`config.mk`:
```
export PLATFORM = sky130hd
export DESIGN_NAME = meter_event_status_flags
export DESIGN_NICKNAME = d
export VERILOG_FILES = /design/src/meter_status_pkg.sv /design/src/half_cycle_counter.sv /design/src/level_edge_detect.sv /design/src/meter_event_status_flags.sv
export SDC_FILE = /design/constraint.sdc
export NUM_CORES = 1
export LEC_CHECK = 0
export BUFFER_PORTS_ARGS = -buffer_cell sky130_fd_sc_hd__buf_2
export CORE_ASPECT_RATIO = 1.2
export CORE_MARGIN = 4
export CORE_UTILIZATION = 35
export CTS_BUF_LIST = sky130_fd_sc_hd__clkbuf_4
export CTS_CLUSTER_SIZE = 25
export DETAILED_ROUTE_END_ITERATION = 8
export SETUP_SLACK_MARGIN = 0.3
export SLEW_MARGIN = 10
export SYNTH_ARGS = -nofsm -noshare
export SYNTH_HDL_FRONTEND = slang
export SYNTH_SLANG_ARGS = --single-unit
```
`constraint.sdc`:
```
create_clock -name mclk -period 3.2 [get_ports mclk]
set_clock_uncertainty 0.2 [all_clocks]
set_input_delay 0.32 -clock mclk [delete_from_list [all_inputs] [get_ports mclk]]
set_output_delay 0.32 -clock mclk [all_outputs]
set_load 0.01 [all_outputs]
```
`src/meter_status_pkg.sv`:
```
// Shared constants of the event status flag bank.
package meter_status_pkg;

    // ------------------------------------------------------------
    // Register addresses
    // ------------------------------------------------------------
    localparam logic [15:0] ADDR_EVENT_STATUS_ZERO = 16'hE502;
    localparam logic [15:0] ADDR_POWER_SIGN_REG = 16'hE617;

    // ------------------------------------------------------------
    // Widths and reset values
    // ------------------------------------------------------------
    localparam int DATA_W = 32;
    localparam int SIGN_W = 9;
    localparam int LINE_CNT_W = 16;
    localparam logic [31:0] STATUS_RESET = 32'h0000_0000;
    localparam logic [8:0] SIGN_RESET = 9'h000;

    // ------------------------------------------------------------
    // Status bit positions
    // ------------------------------------------------------------
    localparam int BIT_ACTIVE_HALF = 0;
    localparam int BIT_RSVD_A = 1;
    localparam int BIT_REACTIVE_HALF = 2;
    localparam int BIT_RSVD_B = 3;
    localparam int BIT_APPARENT_HALF = 4;
    localparam int BIT_LINE_DONE = 5;
    localparam int BIT_ACT_FLIP_A = 6;
    localparam int BIT_SUM1_FLIP = 9;
    localparam int BIT_REACT_FLIP_A = 10;
    localparam int BIT_SUM2_FLIP = 13;
    localparam int BIT_PULSE1 = 14;
    localparam int BIT_PULSE2 = 15;
    localparam int BIT_PULSE3 = 16;
    localparam int BIT_DSP_DONE = 17;
    localparam int BIT_SUM3_FLIP = 18;
    localparam logic [31:0] STATUS_USED_MASK = 32'h0007_FFF5;

    // ------------------------------------------------------------
    // Power sign register bit positions
    // ------------------------------------------------------------
    localparam int SIGN_ACT_A = 0;
    localparam int SIGN_SUM1 = 3;
    localparam int SIGN_REACT_A = 4;
    localparam int SIGN_SUM2 = 7;
    localparam int SIGN_SUM3 = 8;

    // ------------------------------------------------------------
    // Pulse output mode register fields
    // ------------------------------------------------------------
    localparam int MODE_SEL1_LSB = 0;
    localparam int MODE_SEL2_LSB = 3;
    localparam int MODE_SEL3_LSB = 6;
    localparam int MODE_DIS1 = 9;
    localparam int MODE_DIS2 = 10;
    localparam int MODE_DIS3 = 11;
    localparam logic [2:0] SEL_ACTIVE = 3'h0;
    localparam logic [2:0] SEL_REACTIVE = 3'h1;
    localparam logic [2:0] SEL_APPARENT = 3'h2;

endpackage : meter_status_pkg

```
`src/half_cycle_counter.sv`:
```
// Counts half line cycles and marks the end of a line-cycle integration.
`timescale 1ns/1ps
module half_cycle_counter #(
    parameter int CNT_W = 16
) (
    input wire logic mclk,
    input wire logic reset,
    input wire logic enable,
    input wire logic half_cycle_tick,
    input wire logic [CNT_W-1:0] target,
    output logic done
);

    generate
        if (CNT_W < 1)
        begin : g_bad_width
            $error("half_cycle_counter needs CNT_W of at least 1");
        end
    endgenerate

    typedef enum logic [1:0] {
        ST_IDLE = 2'b01,
        ST_COUNT = 2'b10
    } cnt_state_e;

    typedef struct packed {
        cnt_state_e state_r;
        logic [CNT_W-1:0] count_r;
        logic done_r;
    } cnt_s;

    cnt_s st_r;
    cnt_s st_nxt;

    // ------------------------------------------------------------
    // Next state
    // ------------------------------------------------------------
    // A target of zero never completes an integration.
    always_comb
    begin
        st_nxt = st_r;
        st_nxt.done_r = 1'b0;
        case (st_r.state_r)
            ST_IDLE:
            begin
                st_nxt.count_r = '0;
                if (enable)
                begin
                    st_nxt.state_r = ST_COUNT;
                end
            end
            ST_COUNT:
            begin
                if (!enable)
                begin
                    st_nxt.state_r = ST_IDLE;
                end
                else if (half_cycle_tick)
                begin
                    if (st_r.count_r + CNT_W'(1) >= target && target != '0)
                    begin
                        st_nxt.count_r = '0;
                        st_nxt.done_r = 1'b1;
                    end
                    else
                    begin
                        st_nxt.count_r = st_r.count_r + CNT_W'(1);
                    end
                end
            end
            default:
            begin
                st_nxt.state_r = ST_IDLE;
                st_nxt.count_r = '0;
            end
        endcase
    end

    always_ff @(posedge mclk or posedge reset)
    begin
        if (reset)
        begin
            st_r <= '{state_r: ST_IDLE, count_r: '0, done_r: 1'b0};
        end
        else
        begin
            st_r <= st_nxt;
        end
    end

    assign done = st_r.done_r;

endmodule : half_cycle_counter

```
`src/level_edge_detect.sv`:
```
// Registered edge detector over a vector of same-clock levels.
`timescale 1ns/1ps
module level_edge_detect #(
    parameter int WIDTH = 8
) (
    input wire logic mclk,
    input wire logic reset,
    input wire logic [WIDTH-1:0] level,
    output logic [WIDTH-1:0] rise,
    output logic [WIDTH-1:0] fall
);

    generate
        if (WIDTH < 1)
        begin : g_bad_width
            $error("level_edge_detect needs WIDTH of at least 1");
        end
    endgenerate

    typedef struct packed {
        logic armed_r;
        logic [WIDTH-1:0] prev_r;
    } edge_s;

    edge_s st_r;
    edge_s st_nxt;

    // ------------------------------------------------------------
    // Next state
    // ------------------------------------------------------------
    // The first sample after reset only loads the history, so a level
    // that is already high at release is not taken for an edge.
    always_comb
    begin
        st_nxt = st_r;
        st_nxt.armed_r = 1'b1;
        st_nxt.prev_r = level;
    end

    always_ff @(posedge mclk or posedge reset)
    begin
        if (reset)
        begin
            st_r <= '0;
        end
        else
        begin
            st_r <= st_nxt;
        end
    end

    assign rise = st_r.armed_r ? (level & ~st_r.prev_r) : '0;
    assign fall = st_r.armed_r ? (~level & st_r.prev_r) : '0;

endmodule : level_edge_detect

```
`src/meter_event_status_flags.sv`:
```
// Event status flag register and power sign register of the metering core.
// Behaviour
// RQ1: Bit 0 sets when bit 30 of any phase active energy toggles.
// RQ2: Bits 1 and 3 always read zero.
// RQ3: Bit 2 sets when bit 30 of any phase reactive energy toggles.
// RQ4: Bit 4 sets when bit 30 of any phase apparent energy toggles.
// RQ5: Bit 5 sets when line-cycle integration over the half-cycle count ends.
// RQ6: Bits 6-8 flag phase active sign changes; signs in sign bits 0-2.
// RQ7: Bit 9 flags pulse 1 sum sign change; sign in sign bit 3.
// RQ8: Bits 10-12 flag phase reactive sign changes; signs in bits 4-6.
// RQ9: Bit 13 flags pulse 2 sum sign change; sign in sign bit 7.
// RQ10: Bit 14 sets on a falling edge of pulse output 1.
// RQ11: Pulse 1 flag still sets while its pin is disabled.
// RQ12: Mode bits 2-0 pick the power type behind pulse output 1.
// RQ13: Bit 15 sets on a falling edge of pulse output 2.
// RQ14: Pulse 2 flags while disabled by mode bit 10; type from bits 5-3.
// RQ15: Bit 16 flags pulse 3 falling edge, even disabled; type bits 8-6.
// RQ16: Bit 17 sets when the periodic signal processing pass finishes.
// RQ17: Bit 18 flags pulse 3 sum sign change; sign in sign bit 8.
// RQ18: Flags clear at reset and stay set until software clears them.
// RQ19: Flags set only on a new occurrence of the event.
`timescale 1ns/1ps
module meter_event_status_flags (
    input wire logic mclk,
    input wire logic reset,
    input wire logic [15:0] reg_addr,
    input wire logic reg_rd,
    input wire logic reg_wr,
    input wire logic [31:0] reg_wdata,
    output logic [31:0] reg_rdata,
    output logic reg_rvalid,
    input wire logic [2:0] phase_active_energy_b30,
    input wire logic [2:0] phase_reactive_energy_b30,
    input wire logic [2:0] phase_apparent_energy_b30,
    input wire logic line_cycle_mode,
    input wire logic half_cycle_tick,
    input wire logic [15:0] half_cycle_count_reg,
    input wire logic [2:0] phase_active_neg,
    input wire logic [2:0] phase_reactive_neg,
    input wire logic total_active_neg,
    input wire logic total_reactive_neg,
    input wire logic [15:0] pulse_output_mode_reg,
    input wire logic [2:0] pulse_gen_level,
    input wire logic dsp_cycle_done,
    output logic [2:0] pulse_out_pin,
    output logic [31:0] event_status_zero,
    output logic [8:0] power_sign_reg
);

    localparam int EDGE_W = 22;
    localparam int E_ACT = 0;
    localparam int E_REACT = 3;
    localparam int E_APP = 6;
    localparam int E_SIGN = 9;
    localparam int E_PULSE = 18;
    localparam int E_DSP = 21;

    typedef struct packed {
        logic [31:0] status_r;
        logic [8:0] sign_r;
        logic [31:0] rdata_r;
        logic rvalid_r;
        logic [2:0] pin_r;
    } flags_s;

    flags_s st_r;
    flags_s st_nxt;

    // ------------------------------------------------------------
    // Elaboration checks
    // ------------------------------------------------------------
    // The edge vector layout and the sign register width must agree with the
    // packing below, or events would land on the wrong status bits.
    generate
        if (E_DSP != EDGE_W - 1 || E_PULSE + 3 != E_DSP)
        begin : g_bad_edge_layout
            $error("meter_event_status_flags edge vector layout is inconsistent");
        end
        if (meter_status_pkg::SIGN_W != E_PULSE - E_SIGN)
        begin : g_bad_sign_width
            $error("meter_event_status_flags sign width does not match the edge vector");
        end
    endgenerate

    logic [8:0] sign_now;
    logic [EDGE_W-1:0] edge_level;
    logic [EDGE_W-1:0] edge_rise;
    logic [EDGE_W-1:0] edge_fall;
    logic line_done;
    logic [31:0] set_vec;

    // ------------------------------------------------------------
    // Helpers
    // ------------------------------------------------------------
    // Sign of the summed power that a pulse output accumulates; apparent
    // power is never negative, unknown codes fall back to active power.
    function automatic logic sum_sign(input logic [2:0] sel, input logic act_neg, input logic react_neg);
        logic s;
        s = act_neg;
        case (sel)
            meter_status_pkg::SEL_ACTIVE: s = act_neg;
            meter_status_pkg::SEL_REACTIVE: s = react_neg;
            meter_status_pkg::SEL_APPARENT: s = 1'b0;
            default: s = act_neg;
        endcase
        return s;
    endfunction : sum_sign

    function automatic logic [2:0] mode_sel(input logic [15:0] mode, input int lsb);
        return mode[lsb +: 3];
    endfunction : mode_sel

    // ------------------------------------------------------------
    // Sign gathering
    // ------------------------------------------------------------
    always_comb
    begin
        sign_now = meter_status_pkg::SIGN_RESET;
        // RQ6 active phase signs
        sign_now[meter_status_pkg::SIGN_ACT_A +: 3] = phase_active_neg;
        // RQ8 reactive phase signs
        sign_now[meter_status_pkg::SIGN_REACT_A +: 3] = phase_reactive_neg;
        // RQ12 pulse 1 type
        sign_now[meter_status_pkg::SIGN_SUM1] = sum_sign(
            mode_sel(pulse_output_mode_reg, meter_status_pkg::MODE_SEL1_LSB),
            total_active_neg, total_reactive_neg);
        // RQ14 pulse 2 type
        sign_now[meter_status_pkg::SIGN_SUM2] = sum_sign(
            mode_sel(pulse_output_mode_reg, meter_status_pkg::MODE_SEL2_LSB),
            total_active_neg, total_reactive_neg);
        // RQ15 pulse 3 type
        sign_now[meter_status_pkg::SIGN_SUM3] = sum_sign(
            mode_sel(pulse_output_mode_reg, meter_status_pkg::MODE_SEL3_LSB),
            total_active_neg, total_reactive_neg);
    end

    assign edge_level = {dsp_cycle_done, pulse_gen_level, sign_now, phase_apparent_energy_b30,
                         phase_reactive_energy_b30, phase_active_energy_b30};

    // ------------------------------------------------------------
    // Event detection
    // ------------------------------------------------------------
    // RQ19 edge triggered events
    level_edge_detect #(
        .WIDTH(EDGE_W)
    ) u_edges (
        .mclk(mclk),
        .reset(reset),
        .level(edge_level),
        .rise(edge_rise),
        .fall(edge_fall)
    );

    // RQ5 line cycle end
    half_cycle_counter #(
        .CNT_W(meter_status_pkg::LINE_CNT_W)
    ) u_line (
        .mclk(mclk),
        .reset(reset),
        .enable(line_cycle_mode),
        .half_cycle_tick(half_cycle_tick),
        .target(half_cycle_count_reg),
        .done(line_done)
    );

    always_comb
    begin
        logic [EDGE_W-1:0] chg;
        chg = edge_rise | edge_fall;
        set_vec = '0;
        // RQ1 active half flag
        set_vec[meter_status_pkg::BIT_ACTIVE_HALF] = |chg[E_ACT +: 3];
        // RQ3 reactive half flag
        set_vec[meter_status_pkg::BIT_REACTIVE_HALF] = |chg[E_REACT +: 3];
        // RQ4 apparent half flag
        set_vec[meter_status_pkg::BIT_APPARENT_HALF] = |chg[E_APP +: 3];
        // RQ5 line cycle flag
        set_vec[meter_status_pkg::BIT_LINE_DONE] = line_done;
        // RQ6 active sign flips
        set_vec[meter_status_pkg::BIT_ACT_FLIP_A +: 3] = chg[E_SIGN + meter_status_pkg::SIGN_ACT_A +: 3];
        // RQ7 pulse 1 sum flip
        set_vec[meter_status_pkg::BIT_SUM1_FLIP] = chg[E_SIGN + meter_status_pkg::SIGN_SUM1];
        // RQ8 reactive sign flips
        set_vec[meter_status_pkg::BIT_REACT_FLIP_A +: 3] = chg[E_SIGN + meter_status_pkg::SIGN_REACT_A +: 3];
        // RQ9 pulse 2 sum flip
        set_vec[meter_status_pkg::BIT_SUM2_FLIP] = chg[E_SIGN + meter_status_pkg::SIGN_SUM2];
        // RQ17 pulse 3 sum flip
        set_vec[meter_status_pkg::BIT_SUM3_FLIP] = chg[E_SIGN + meter_status_pkg::SIGN_SUM3];
        // RQ10 RQ11 pulse 1 falling
        set_vec[meter_status_pkg::BIT_PULSE1] = edge_fall[E_PULSE];
        // RQ13 RQ14 pulse 2 falling
        set_vec[meter_status_pkg::BIT_PULSE2] = edge_fall[E_PULSE + 1];
        // RQ15 pulse 3 falling
        set_vec[meter_status_pkg::BIT_PULSE3] = edge_fall[E_PULSE + 2];
        // RQ16 processing done
        set_vec[meter_status_pkg::BIT_DSP_DONE] = edge_rise[E_DSP];
    end

    // ------------------------------------------------------------
    // Register state
    // ------------------------------------------------------------
    always_comb
    begin
        logic wr_status;
        logic [31:0] clr;
        st_nxt = st_r;
        wr_status = reg_wr && (reg_addr == meter_status_pkg::ADDR_EVENT_STATUS_ZERO);
        clr = wr_status ? reg_wdata : '0;
        // RQ18 sticky, write one to clear, set beats clear
        st_nxt.status_r = ((st_r.status_r & ~clr) | set_vec) & meter_status_pkg::STATUS_USED_MASK;
        // RQ2 reserved bits zero
        st_nxt.status_r[meter_status_pkg::BIT_RSVD_A] = 1'b0;
        st_nxt.status_r[meter_status_pkg::BIT_RSVD_B] = 1'b0;
        st_nxt.sign_r = sign_now;
        // RQ11 disable gates only the pin
        st_nxt.pin_r[0] = pulse_gen_level[0] | pulse_output_mode_reg[meter_status_pkg::MODE_DIS1];
        st_nxt.pin_r[1] = pulse_gen_level[1] | pulse_output_mode_reg[meter_status_pkg::MODE_DIS2];
        st_nxt.pin_r[2] = pulse_gen_level[2] | pulse_output_mode_reg[meter_status_pkg::MODE_DIS3];
        st_nxt.rvalid_r = reg_rd;
        if (reg_rd)
        begin
            case (reg_addr)
                meter_status_pkg::ADDR_EVENT_STATUS_ZERO: st_nxt.rdata_r = st_r.status_r;
                meter_status_pkg::ADDR_POWER_SIGN_REG: st_nxt.rdata_r = {23'h000000, st_r.sign_r};
                default: st_nxt.rdata_r = '0;
            endcase
        end
    end

    always_ff @(posedge mclk or posedge reset)
    begin
        if (reset)
        begin
            st_r <= '{status_r: meter_status_pkg::STATUS_RESET, sign_r: meter_status_pkg::SIGN_RESET,
                      rdata_r: 32'h0000_0000, rvalid_r: 1'b0, pin_r: 3'h7};
        end
        else
        begin
            st_r <= st_nxt;
        end
    end

    assign reg_rdata = st_r.rdata_r;
    assign reg_rvalid = st_r.rvalid_r;
    assign pulse_out_pin = st_r.pin_r;
    assign event_status_zero = st_r.status_r;
    assign power_sign_reg = st_r.sign_r;

endmodule : meter_event_status_flags

```
## Word-level counts from Yosys, hierarchy flattened

Cells that the tools add are included.

- Add/sub/neg operators: 1
- Magnitude comparators: 1
- Eq/ne operators: 14
- Multiplexer cells: 15
- Bitwise operators: 11
- Reduce and logical (&&, ||, !) cells: 8

Operators with widths:

| operator | count |
|---|---|
| $pmux W19 S2 | 1 |
| $pmux W18 S2 | 1 |
| $mux W17 | 2 |
| $eq A16 B16 Y1 const B | 2 |
| $and A22 B22 Y22 | 1 |
| $mux W22 | 1 |
| $not A22 Y22 | 1 |
| $and A21 B21 Y21 | 1 |
| $mux W21 | 1 |
| $not A21 Y21 | 1 |
| $and A19 B19 Y19 | 1 |
| $mux W19 | 1 |
| $not A19 Y19 | 1 |
| $or A19 B19 Y19 | 1 |
| $or A18 B18 Y18 | 1 |
| $add A16 B1 Y16 const B | 1 |
| $ge A16 B16 Y1 | 1 |
| $mux W16 | 1 |
| $reduce_bool A16 Y1 | 1 |
| $eq A3 B1 Y1 const B | 3 |
| $eq A3 B2 Y1 const B | 3 |
| $reduce_or A3 Y1 | 3 |
| $ne A2 B2 Y1 const B | 4 |
| $pmux W1 S2 | 3 |
| other kinds (7) | 13 |

- Bits in registers: 104
- Input bits: 107
- Output and inout port bits: 77
- Word-level logic and storage cells: 60

## Depth between registers and ports, before layout

Gate-level depths: netlist of the first run.

- Depth in word-level cells: 8
- Mapped depth: 13
- Depth with buffers taken out: 12

## Hierarchy

From an unflattened synthesis of the first run, not the netlist that was laid out.

- Cell total of the unflattened synthesis: 448
- Area, all modules: 4829.6 sq um

By module, submodules not included:

| module | instances | cells each | area each (sq um) | sequential area each (sq um) |
|---|---|---|---|---|
| meter_event_status_flags | 1 | 199 | 2240.9 | 1229.9 |
| half_cycle_counter | 1 | 176 | 1549.0 | 476.7 |
| level_edge_detect | 1 | 73 | 1039.7 | 575.6 |

## Worst setup path before layout of the first run

No wires, ideal clock.

- Path kind: register to register
- Start point: register u_line.st_r[1] in the netlist's numbering
- End point: register u_line.st_r[2] in the netlist's numbering
- Setup time: 0.122 ns
- Arrival time: 3.034 ns
- Required time: 2.878 ns
- Slack: -0.156 ns
- Stages on the path, launching flop included: 13
- Path buffers: 1
- Period minus slack after synthesis: 3.356 ns
- Cells stage by stage: dfrtp_1 ha_1 and3_1 and4_1 nand3_1 xnor2_1 ha_1 nand4_1 or3_1 a2111oi_0 o31ai_1 clkbuf_1 a32o_1

- Longest elaborated chain between the ends: 7

Ends and longest elaborated chain:

| what | RTL line | source |
|---|---|---|
| start: declaration | half_cycle_counter.sv:32 | `cnt_s st_r;` |
| start signal: assignment | half_cycle_counter.sv:83 | `st_r <= '{state_r: ST_IDLE, count_r: '0, done_r: 1'b0};` |
| start signal: assignment | half_cycle_counter.sv:87 | `st_r <= st_nxt;` |
| $add A16 B1 Y16 * | half_cycle_counter.sv:60, half_cycle_counter.sv:67 |  |
| $ge A16 B16 Y1 | half_cycle_counter.sv:60 | `if (st_r.count_r + CNT_W'(1) >= target && target != '0)` |
| $logic_and A1 B1 Y1 | half_cycle_counter.sv:60 |  |
| $mux W16 * | half_cycle_counter.sv:60 |  |
| $mux W17 * | half_cycle_counter.sv:58 | `else if (half_cycle_tick)` |
| $mux W17 * | half_cycle_counter.sv:54 | `if (!enable)` |
| $pmux W18 S2 * | half_cycle_counter.sv:43 | `case (st_r.state_r)` |

Every way passes the cells marked *; elsewhere a longest branch is shown, timed or not. The select of a mux whose other input is x is not followed.
A chain may end at the register's enable or synchronous reset.

## Worst setup path in the final report of the first run

- Start point: register u_line.st_r[2] in the netlist's numbering
- End point: register u_line.st_r[12] in the netlist's numbering

The elaborated chain is that of the path after synthesis.

==> results of run 1 <==
[worst paths after layout]
| kind | start | end | depth (start not counted) |
|---|---|---|---|
| worst min register to register | u_edges.st_r[21]$_DFF_PP0_ | event_status_zero[17]$_DFF_PP0_ | 1 |
| worst max register to register | u_line.st_r[2]$_DFFE_PP0P_ | u_line.st_r[12]$_DFFE_PP0P_ | 13 |
| worst max-delay path | u_line.st_r[2]$_DFFE_PP0P_ | u_line.st_r[12]$_DFFE_PP0P_ | 13 |
| min in group asynchronous | reset | u_line.done$_DFF_PP0_ | 3 |
| worst min-delay path | pulse_output_mode_reg[2] | u_edges.st_r[12]$_DFF_PP0_ | 3 |
| max in group asynchronous | reset | u_line.st_r[17]$_DFFE_PP1P_ | 4 |
[layer usage]
layer / routed length, um / part of all wire [%]
met5: 0 / 0
met3: 719 / 6.4
met4: 201 / 1.8
met1: 4656 / 42
met2: 5642 / 50
[worst max-delay path, cell delays in order, from the launching register on]
cell,delay (ps)
dfrtp_1,390
ha_2,190
and3_4,200
and4_4,270
nand3_4,90
xnor2_1,140
ha_1,280
nand4_1,120
or3_4,370
a2111oi_4,260
o31ai_4,140
buf_2,190
a31oi_1,160
o22ai_1,100
[cell families after synthesis]
logic type / synth area share [%]
buffers and inverters: 11.58
XOR/XNOR: 5.405
AND/OR/NAND/NOR: 15.30
AO/OA/AOI/OAI: 13.87
adder cells (fa/ha/maj): 5.719
flip-flops: 47.01
multiplexers: 0.9437
other: 0.1716
[flip-flops by register name (all words and copies together), names as in the netlist]
signal / flops
u_line.done: 1
event_status_zero: 17
pulse_out_pin: 3
reg_rvalid: 1
reg_rdata: 19
u_line.st_r: 18
u_edges.st_r: 23
[cell usage after synthesis, types with 5 or more instances]
library cell   n  area, um2
xnor2_1       13      113.9
xor2_1        14      122.6
a32o_1         7      70.07
nand2b_1       6      37.54
nand3_1       28      140.1
ha_1          20      250.2
dfrtp_1       78       1952
nand2_1       45      168.9
clkbuf_1      14      52.55
a22o_1        13      113.9
and3_1         5      31.28
o22ai_1        6      37.54
a21oi_1       17      85.08
a31oi_1        6      37.54
a22oi_1        7      52.55
buf_4         37      277.8
nand4_1        9      56.30
o21ai_0       18      90.09
nor2_1        17      63.81
inv_1         40      150.1
[metrics by stage]
step	setup TNS (ps)	power, uW	util (%)	area [um2]	hold slack, ps
finish	-0.3821	2095	49.38	6008	69.84
global route	-1759	2215	49.38	6008	41.08
CTS	0	2121	48.39	5887	13.05
detailed placement	-4.013	1458	42.99	5230	214.7
global placement	0	1443	42.99	5230	207.5
floorplan	0	1353	-	4548	151.4
[area by class of cell]
type / count / area, um2
clock buffers: 11 / 82.58
clock inverters: 5 / 55.05
fillers: 1118 / 6158
inverters: 40 / 151.4
multi-input cells: 300 / 2097
flip-flops and latches: 82 / 2058
well taps: 161 / 201.4
repair buffers: 211 / 1363
[report_power, final]
part           switching, uW  internal [uW]
Combinational            199            181
Clock                    349            254
Sequential              31.3           1080
Total                    579           1520
[placed cells by master, fill, tap and decap left out, drive strengths merged, types with 2 or more instances in the layout]
master       synthesis  layout
xnor2               13      13
or2                  3       3
o21a                 3       3
nand2               45      45
nand4                9       9
ha                  20      20
nand4b               2       2
a21oi               17      17
a31oi                6       6
xor2                14      14
o22a                 2       2
nor2                17      17
nand3               28      28
o211ai               4       4
and3                 5       5
dfrtp               78      78
and4                 2       2
buf                 40     167
conb                 2      29
a2111oi              2       2
o21ai               18      18
nand2b               6       6
clkbuf              14      11
a22oi                7       7
o22ai                6       6
a22o                13      13
nor4                 6       6
mux2i                3       3
a32o                 7       7
inv                 40      39
or4                  2       2
clkinv               0       4
dlygate4sd3          0      44
dfstp                4       4
and2                 2       2
[timing repair]
action,CTS,global route
buffers inserted,6,3
pin swaps,3,6
gates cloned,0,1
hold buffers,44,0
gates resized for setup,8,20
endpoints found under the setup margin,17,17
hold endpoints to repair,83,0
==> impl_metrics.env, run 1 <==
export IMPL_status="finished with violations"
export IMPL_violations="negative setup slack"
export IMPL_crit_type="reg -> reg"
export IMPL_hold_path_class="in -> reg"
export IMPL_die_area_mm2=0.01436
export IMPL_clock_sinks=82
export IMPL_synth_seq_cells=82
export IMPL_min_period_ps=3200
export IMPL_top_level_ports=184
export IMPL_fp_dieW_um=110.1
export IMPL_fp_dieH_um=130.5
export IMPL_place_hpwl_mm=8.271
export IMPL_place_ws_ps=-4.013
export IMPL_grt_ovfl_total=0
export IMPL_drt_iter0_drc=136
export IMPL_drc_errors=0
export IMPL_hold_viol_final=0
export IMPL_nNetsFinal=771
export IMPL_cts_tree="done"
export IMPL_wl_per_cell_um=13.85
export IMPL_synthCells=449
export IMPL_grt_pass1_wl_mm=17.38
export IMPL_critPathMaxFanout=5
export IMPL_fin_ws_ps=-0.3821
export IMPL_required_ps=3310
export IMPL_synth_distinct_cells=47
export IMPL_numCtsBuffers=9
export IMPL_start_kind="flop"
export IMPL_h_tree_depth=3
export IMPL_design_core_area_mm2=0.01217
export IMPL_ir_worst_vdd_mv=0.1740
export IMPL_finalCritPeriodShare_pct=100.0
export IMPL_clkTransAtPathRegs_ps=130
export IMPL_setup_violations=1
export IMPL_globalRouteTotalUtil_pct=15.20
export IMPL_ys_flop_type="dfrtp_1"
export IMPL_antenna_found_initial=0
export IMPL_synth_area_mm2=0.004375
export IMPL_num_antenna_cells=0
export IMPL_fmax_mhz=312.5
export IMPL_area_growth_pct=37.32
export IMPL_p_per_area_mw_per_mm2=348.6
export IMPL_row_count=44
export IMPL_critPathCaptureType="flop"
export IMPL_synth_yosys_warnings=0
export IMPL_drv_slew=0
export IMPL_dp_cells=740
export IMPL_grt_pass1_vias=3749
export IMPL_initial_utilization_pct=35.96
export IMPL_drt_antenna_violating_nets=0
export IMPL_synth_area_per_cell_um2=9.745
export IMPL_grtUsageMet1_pct=18.96
export IMPL_synth_edff_count=0
export IMPL_vias=3841
export IMPL_clockRootBuffer="clkbuf_4"
export IMPL_async_flop_share_pct=100.0
export IMPL_yosysSeqAreaShare_pct=47.01
export IMPL_use_met2_pct=26.21
export IMPL_stdcell_count=810
export IMPL_clkLatencyLatePin_ps=420
export IMPL_viasPerCell=4.742
export IMPL_busiest_layer="met2"
export IMPL_grtUsageMet3_pct=2.113
export IMPL_io_buffers=136
export IMPL_maxCapViolCount=0
export IMPL_worstMarginPinSlew_ps=729.4
export IMPL_drtPass1Iterations=4
export IMPL_r2r_slack_ps=-0.4
export IMPL_p_leak_uw=0.002820
export IMPL_wl_mm=11.22
export IMPL_max_clock_path_buffers=2
export IMPL_drive_above_1_share_pct=34.21
export IMPL_place_congestion=0.8507
export IMPL_rsz0062_at_grt="true"
export IMPL_critical_path_arrival_ps=3310
export IMPL_max_slew_margin_rel_pct=51.32
export IMPL_grt_max_degree=45
Note: power is estimated with default switching activity, not from simulation.
==> inputs of run 2 (changes only) <==
REMOVE_ABC_BUFFERS = 1   (was not set)
==> run 2 against run 1 <==
Maximum frequency shrank 2.7%. The run still ends with negative setup slack left. Utilization grew 1.7 points. First-iteration DRC count grew 4.4%. Register-to-register slack lost 90 ps.
==> impl_metrics.env, run 2 (synthesis results as in run 1) <==
export IMPL_status="finished with violations"
export IMPL_violations="negative setup slack"
export IMPL_fin_area_mm2=0.006220
export IMPL_required_ps=3320
export IMPL_min_period_ps=3289
export IMPL_clock_sinks=82
export IMPL_start_kind="flop"
export IMPL_drv_slew=0
export IMPL_power_total_uw=2091
export IMPL_crit_type="reg -> reg"
export IMPL_worstMarginPinSlew_ps=740.0
export IMPL_globalRouteTotalUtil_pct=16.22
export IMPL_p_per_area_mw_per_mm2=336.3
export IMPL_hold_depth=3
export IMPL_max_slew_margin_rel_pct=50.67
export IMPL_clkTransAtPathRegs_ps=130
export IMPL_row_count=44
export IMPL_setup_violations=11
export IMPL_drc_errors=0
export IMPL_drtPass1Iterations=4
export IMPL_area_growth_pct=42.15
export IMPL_final_cell_mix="buf_2, dfrtp_1, dlygate4sd3_1"
export IMPL_fp_dieH_um=130.5
export IMPL_fillers=1119
export IMPL_drt_antenna_violating_nets=0
export IMPL_hold_viol_final=0
export IMPL_critPathCaptureType="flop"
export IMPL_nNetsFinal=788
export IMPL_die_area_mm2=0.01436
export IMPL_drive_above_1_share_pct=36.94
export IMPL_antenna_found_initial=0
export IMPL_grt_pass1_wl_mm=18.20
export IMPL_fin_ws_ps=-88.65
export IMPL_design_core_area_mm2=0.01217
export IMPL_maxCapViolCount=0
export IMPL_io_buffers=136
export IMPL_top_level_ports=184
export IMPL_fp_dieW_um=110.1
export IMPL_critPathMaxFanout=6
export IMPL_worst_r2r_path_depth=14
export IMPL_vias=3954
export IMPL_cts_tree="done"
export IMPL_largest_register="u_edges.st_r"
export IMPL_clockRootBuffer="clkbuf_4"
export IMPL_place_hpwl_mm=8.385
export IMPL_finalCritPeriodShare_pct=102.8
export IMPL_final_util_pct=51.12
export IMPL_clkLatencyLatePin_ps=430
export IMPL_numCtsBuffers=9
export IMPL_grt_ovfl_total=0
export IMPL_grt_pass1_vias=3854
export IMPL_wl_per_cell_um=14.57
export IMPL_layout_commonest_cell="buf_2"
export IMPL_h_tree_depth=3
export IMPL_largest_reg_flops=23
export IMPL_num_antenna_cells=0
export IMPL_wl_mm=12.05
export IMPL_initial_utilization_pct=35.96
export IMPL_fin_setup_tns_ps=-604.3
export IMPL_grt_max_degree=77
export IMPL_rsz0062_at_grt="true"
export IMPL_critical_path_arrival_ps=3410
export IMPL_ir_worst_vdd_mv=0.1380
export IMPL_viasPerCell=4.781
export IMPL_drt_iter0_drc=142
export IMPL_max_clock_path_buffers=2
export IMPL_placed_area_mm2=0.005321
export IMPL_place_congestion=0.8491
export IMPL_p_leak_uw=0.002941
export IMPL_fmax_mhz=304.1
export IMPL_hold_path_class="in -> reg"
-- run 2: changes by cell type in the layout (fill, tap and decap cells not counted), sizes merged --
| cell | change |
|---|---|
| buf | +17 |
| clkinv | +1 |
| clkinvlp | -1 |
-- run 2: metrics by stage --
| stage | hold slack [ps] | cells | setup WS [ps] |
|---|---|---|---|
| 2_1_floorplan | 151.4 | 422 | -831.2 |
| 3_3_place_gp | 22.97 | 759 | -259.0 |
| 3_5_place_dp | 20.27 | 759 | -360.5 |
| 4_1_cts | 14.00 | 823 | 22.29 |
| 5_1_grt | 27.80 | 827 | -173.3 |
| 6_report | 53.41 | 827 | -88.65 |
-- run 2: critical path, stage by stage, from the launching register on --
cell       delay (ps)
dfrtp_1           400
ha_2              200
and3_4            200
and4_4            260
nand3_4            90
xnor2_2           140
ha_1              300
nand4_1           130
or3_4             370
a2111oi_4         220
buf_4             180
o31ai_4           100
buf_6             170
a31oi_4           170
o22ai_2            80
-- run 2: layout make-up --
class                      count  area [um2]  area share, %
inverter                      40       151.4          2.434
timing repair buffer         228        1510          24.28
clock inverter                 5       46.29         0.7443
clock buffer                  11       82.58          1.328
sequential                    82        2057          33.07
tap                          161       201.4          3.239
multi-input combinational    300        2171          34.90
-- run 2: layer usage --
layer	global-route usage [%]	part of all wire, %	vias up	routed length, um
met4	5.869	1.5	0	186
met5	0	0	-	0
met2	27.82	50	127	5969
met3	2.998	6.5	16	780
met1	20.30	42	1888	5113
li1	-	-	1923	-
-- run 2: final timing paths --
check                                           start                               to  slack (ps)
setup / recovery           u_line.st_r[2]$_DFFE_PP0P_      u_line.st_r[12]$_DFFE_PP0P_         -90
hold / removal               pulse_output_mode_reg[5]       u_edges.st_r[16]$_DFF_PP0_          50
setup reg to reg           u_line.st_r[2]$_DFFE_PP0P_      u_line.st_r[12]$_DFFE_PP0P_         -90
hold reg to reg            u_edges.st_r[21]$_DFF_PP0_  event_status_zero[17]$_DFF_PP0_         230
max in group asynchronous                       reset      u_line.st_r[17]$_DFFE_PP1P_        2020
min in group asynchronous                       reset       u_line.st_r[5]$_DFFE_PP0P_         120
-- run 2: what timing repair did --
| item | 4_1_cts | 5_1_grt |
|---|---|---|
| hold endpoints to repair | 122 | 0 |
| setup endpoints to repair | 17 | 17 |
| cloned | 2 | 0 |
| gates resized for setup | 22 | 31 |
| buffers inserted | 2 | 4 |
| hold buffers | 44 | 0 |
| pin swaps | 17 | 16 |
-- run 2: where the power goes --
part | total (uW) | internal [uW] | switching, uW
clock | 594 | 248 | 347
sequential | 1110 | 1080 | 34.1
combinational | 383 | 183 | 199
total | 2090 | 1510 | 580
==> inputs of run 3 (changes only) <==
PLACE_DENSITY = 0.6   (was not set)
RECOVER_POWER = 25   (was not set)
==> run 3 against run 2 <==
The flow finishes with violations (max-capacitance violations, max-slew violations, negative setup slack). Maximum frequency barely moved. Sequential power barely moved. Register-to-register slack barely moved. Cell count did not move. Critical path depth did not move. Non-clock buffer count did not move. Sequential cell count did not move. Routed wire length barely moved. Combinational power fell by 2%. Design area fell by 0.68%. Via count rose by 0.23%. Worst hold slack got worse by 0.63 ps. Critical endpoint unchanged. Largest cell class unchanged. Largest power group unchanged.
==> impl_metrics.env, run 3 (synthesis results as in run 1) <==
export IMPL_drv_slew=117
export IMPL_p_per_area_mw_per_mm2=337.4
export IMPL_drt_antenna_violating_nets=0
export IMPL_final_util_pct=50.77
export IMPL_p_leak_uw=0.002871
export IMPL_viasPerCell=4.792
export IMPL_drc_errors=0
export IMPL_fmax_mhz=304.3
export IMPL_die_area_mm2=0.01436
export IMPL_fin_ws_ps=-86.24
export IMPL_drtPass1Iterations=4
export IMPL_wl_mm=12.05
export IMPL_largest_reg_flops=23
export IMPL_hold_viol_final=0
export IMPL_row_count=44
export IMPL_crit_type="reg -> reg"
export IMPL_max_slew_margin_rel_pct=-26.52
export IMPL_required_ps=3330
export IMPL_place_congestion=0.8491
export IMPL_clockRootBuffer="clkbuf_4"
export IMPL_final_cell_mix="buf_2, dfrtp_1, dlygate4sd3_1"
export IMPL_critPathMaxFanout=6
export IMPL_status="finished with violations"
export IMPL_violations="max-capacitance violations, max-slew violations, negative setup slack"
export IMPL_fillers=1134
export IMPL_maxCapViolCount=2
export IMPL_clock_sinks=82
export IMPL_critical_path_arrival_ps=3410
export IMPL_io_buffers=136
export IMPL_hold_depth=3
export IMPL_hold_path_endpoint="u_edges.st_r[16]$_DFF_PP0_"
export IMPL_critPathCaptureType="flop"
export IMPL_cts_tree="done"
export IMPL_setup_violations=11
export IMPL_clkTransAtPathRegs_ps=130
export IMPL_grt_max_degree=77
export IMPL_num_antenna_cells=0
export IMPL_layout_commonest_cell="buf_2"
export IMPL_top_level_ports=184
export IMPL_hold_path_class="in -> reg"
export IMPL_max_clock_path_buffers=2
export IMPL_r2r_start="u_line.st_r[2]$_DFFE_PP0P_"
export IMPL_nNetsFinal=788
export IMPL_drive_above_1_share_pct=33.63
export IMPL_worst_r2r_path_depth=14
export IMPL_fp_dieH_um=130.5
export IMPL_cp_cell_sequence="ha_2 > and3_4 > and4_4 > nand3_4 > xnor2_2 > ha_1 > nand4_1 > or3_4 > a2111oi_4 > buf_4 > o31ai_4 > buf_6 > a31oi_4 > o22ai_2"
export IMPL_placed_area_mm2=0.005321
export IMPL_r2r_end="u_line.st_r[12]$_DFFE_PP0P_"
export IMPL_ir_worst_vdd_mv=0.1379
export IMPL_h_tree_depth=3
export IMPL_wl_per_cell_um=14.57
export IMPL_fp_dieW_um=110.1
export IMPL_cp_slowest_cell="dfrtp_1"
export IMPL_grt_ovfl_total=0
export IMPL_place_hpwl_mm=8.385
export IMPL_globalRouteTotalUtil_pct=16.22
export IMPL_r2r_slack_ps=-90
export IMPL_drt_iter0_drc=134
export IMPL_holdCritStartpoint="pulse_output_mode_reg[5]"
export IMPL_finalCritPeriodShare_pct=102.7
export IMPL_numCtsBuffers=9
export IMPL_initial_utilization_pct=35.96
export IMPL_design_core_area_mm2=0.01217
export IMPL_start_kind="flop"
export IMPL_antenna_found_initial=0
export IMPL_largest_register="u_edges.st_r"
export IMPL_min_period_ps=3286
export IMPL_rsz0062_at_grt="true"
export IMPL_grt_pass1_vias=3854
export IMPL_grt_pass1_wl_mm=18.20
export IMPL_worstMarginPinSlew_ps=1898
export IMPL_fin_area_mm2=0.006177
export IMPL_area_growth_pct=41.18
export IMPL_clkLatencyLatePin_ps=430
export IMPL_vias=3963
export IMPL_slowest_delay_ps=390
[run 3: cell types whose count changed in the layout (fill, tap and decap cells not counted)]
cell and delta:
buf_12 -1, buf_2 -22, clkbuf_1 +22, clkbuf_2 +1, clkinv_2 -1, clkinvlp_2 +1
[run 3: per-stage QoR]
step / total power, uW / TNS, ps / hold slack, ps / setup slack, ps / instances
3_5_place_dp: 1452 / -5471 / 20.27 / -360.5 / 759
5_1_grt: 2200 / -1778 / 27.80 / -173.3 / 827
2_1_floorplan: 1305 / -11100 / 151.4 / -831.2 / 422
6_report: 2084 / -606.1 / 52.78 / -86.24 / 827
3_3_place_gp: 1437 / -3720 / 22.97 / -259.0 / 759
4_1_cts: 2097 / 0 / 14.00 / 22.29 / 823
[run 3: how the worst max path moves through the flow]
| stage | slack, ps | cells after the start | from | to |
|---|---|---|---|---|
| finish | -90 | 14 | u_line.st_r[2]$_DFFE_PP0P_ | u_line.st_r[12]$_DFFE_PP0P_ |
| global placement | -260 | 14 | u_line.st_r[1]$_DFFE_PP0P_ | u_line.st_r[12]$_DFFE_PP0P_ |
| detailed placement | -360 | 14 | u_line.st_r[1]$_DFFE_PP0P_ | u_line.st_r[12]$_DFFE_PP0P_ |
| CTS | 20 | 14 | u_line.st_r[1]$_DFFE_PP0P_ | u_line.st_r[12]$_DFFE_PP0P_ |
| global route | -170 | 14 | u_line.st_r[1]$_DFFE_PP0P_ | u_line.st_r[15]$_DFFE_PP0P_ |
| floorplan | -830 | 12 | u_line.st_r[5]$_DFFE_PP0P_ | u_line.st_r[4]$_DFFE_PP0P_ |
[run 3: cell type report]
type | count | area [um2] | share of cell area, %
clock buffers | 11 | 82.58 | 1.337
clock inverters | 5 | 46.29 | 0.7494
inverters | 40 | 151.4 | 2.451
multi-input cells | 300 | 2171 | 35.14
flip-flops and latches | 82 | 2057 | 33.30
well taps | 161 | 201.4 | 3.261
repair buffers | 228 | 1468 | 23.76
[run 3: routing by layer]
layer | track usage (%) | vias to the layer above | share of wire, %
li1 | - | 1925 | -
met1 | 20.30 | 1898 | 42
met2 | 27.82 | 124 | 50
met3 | 2.998 | 16 | 6.2
met4 | 5.869 | 0 | 1.5
met5 | 0 | - | 0
[run 3: timing repair]
action | CTS | global route
resized for setup | 22 | 31
pin swaps | 17 | 16
cloned | 2 | 0
buffers inserted | 2 | 4
setup endpoints to repair | 17 | 17
endpoints found under the hold margin | 122 | 0
hold buffers | 44 | 0
[run 3: worst max-delay path: cells and delay by family, from the launching register on]
kind            cells  cell delay (ps)
simple gates        5             1050
compound gates      4              570
fa+ha+maj           2              500
flops               1              390
buf+inv             2              350
xor+xnor            1              140
[run 3: power breakdown]
| part | switching, uW | leakage [uW] | total, uW | internal [uW] |
|---|---|---|---|---|
| combinational | 200 | 0.00182 | 377 | 177 |
| clock | 345 | 0.0000734 | 593 | 248 |
| sequential | 34.3 | 0.000982 | 1110 | 1080 |
| total | 579 | 0.00287 | 2080 | 1510 |
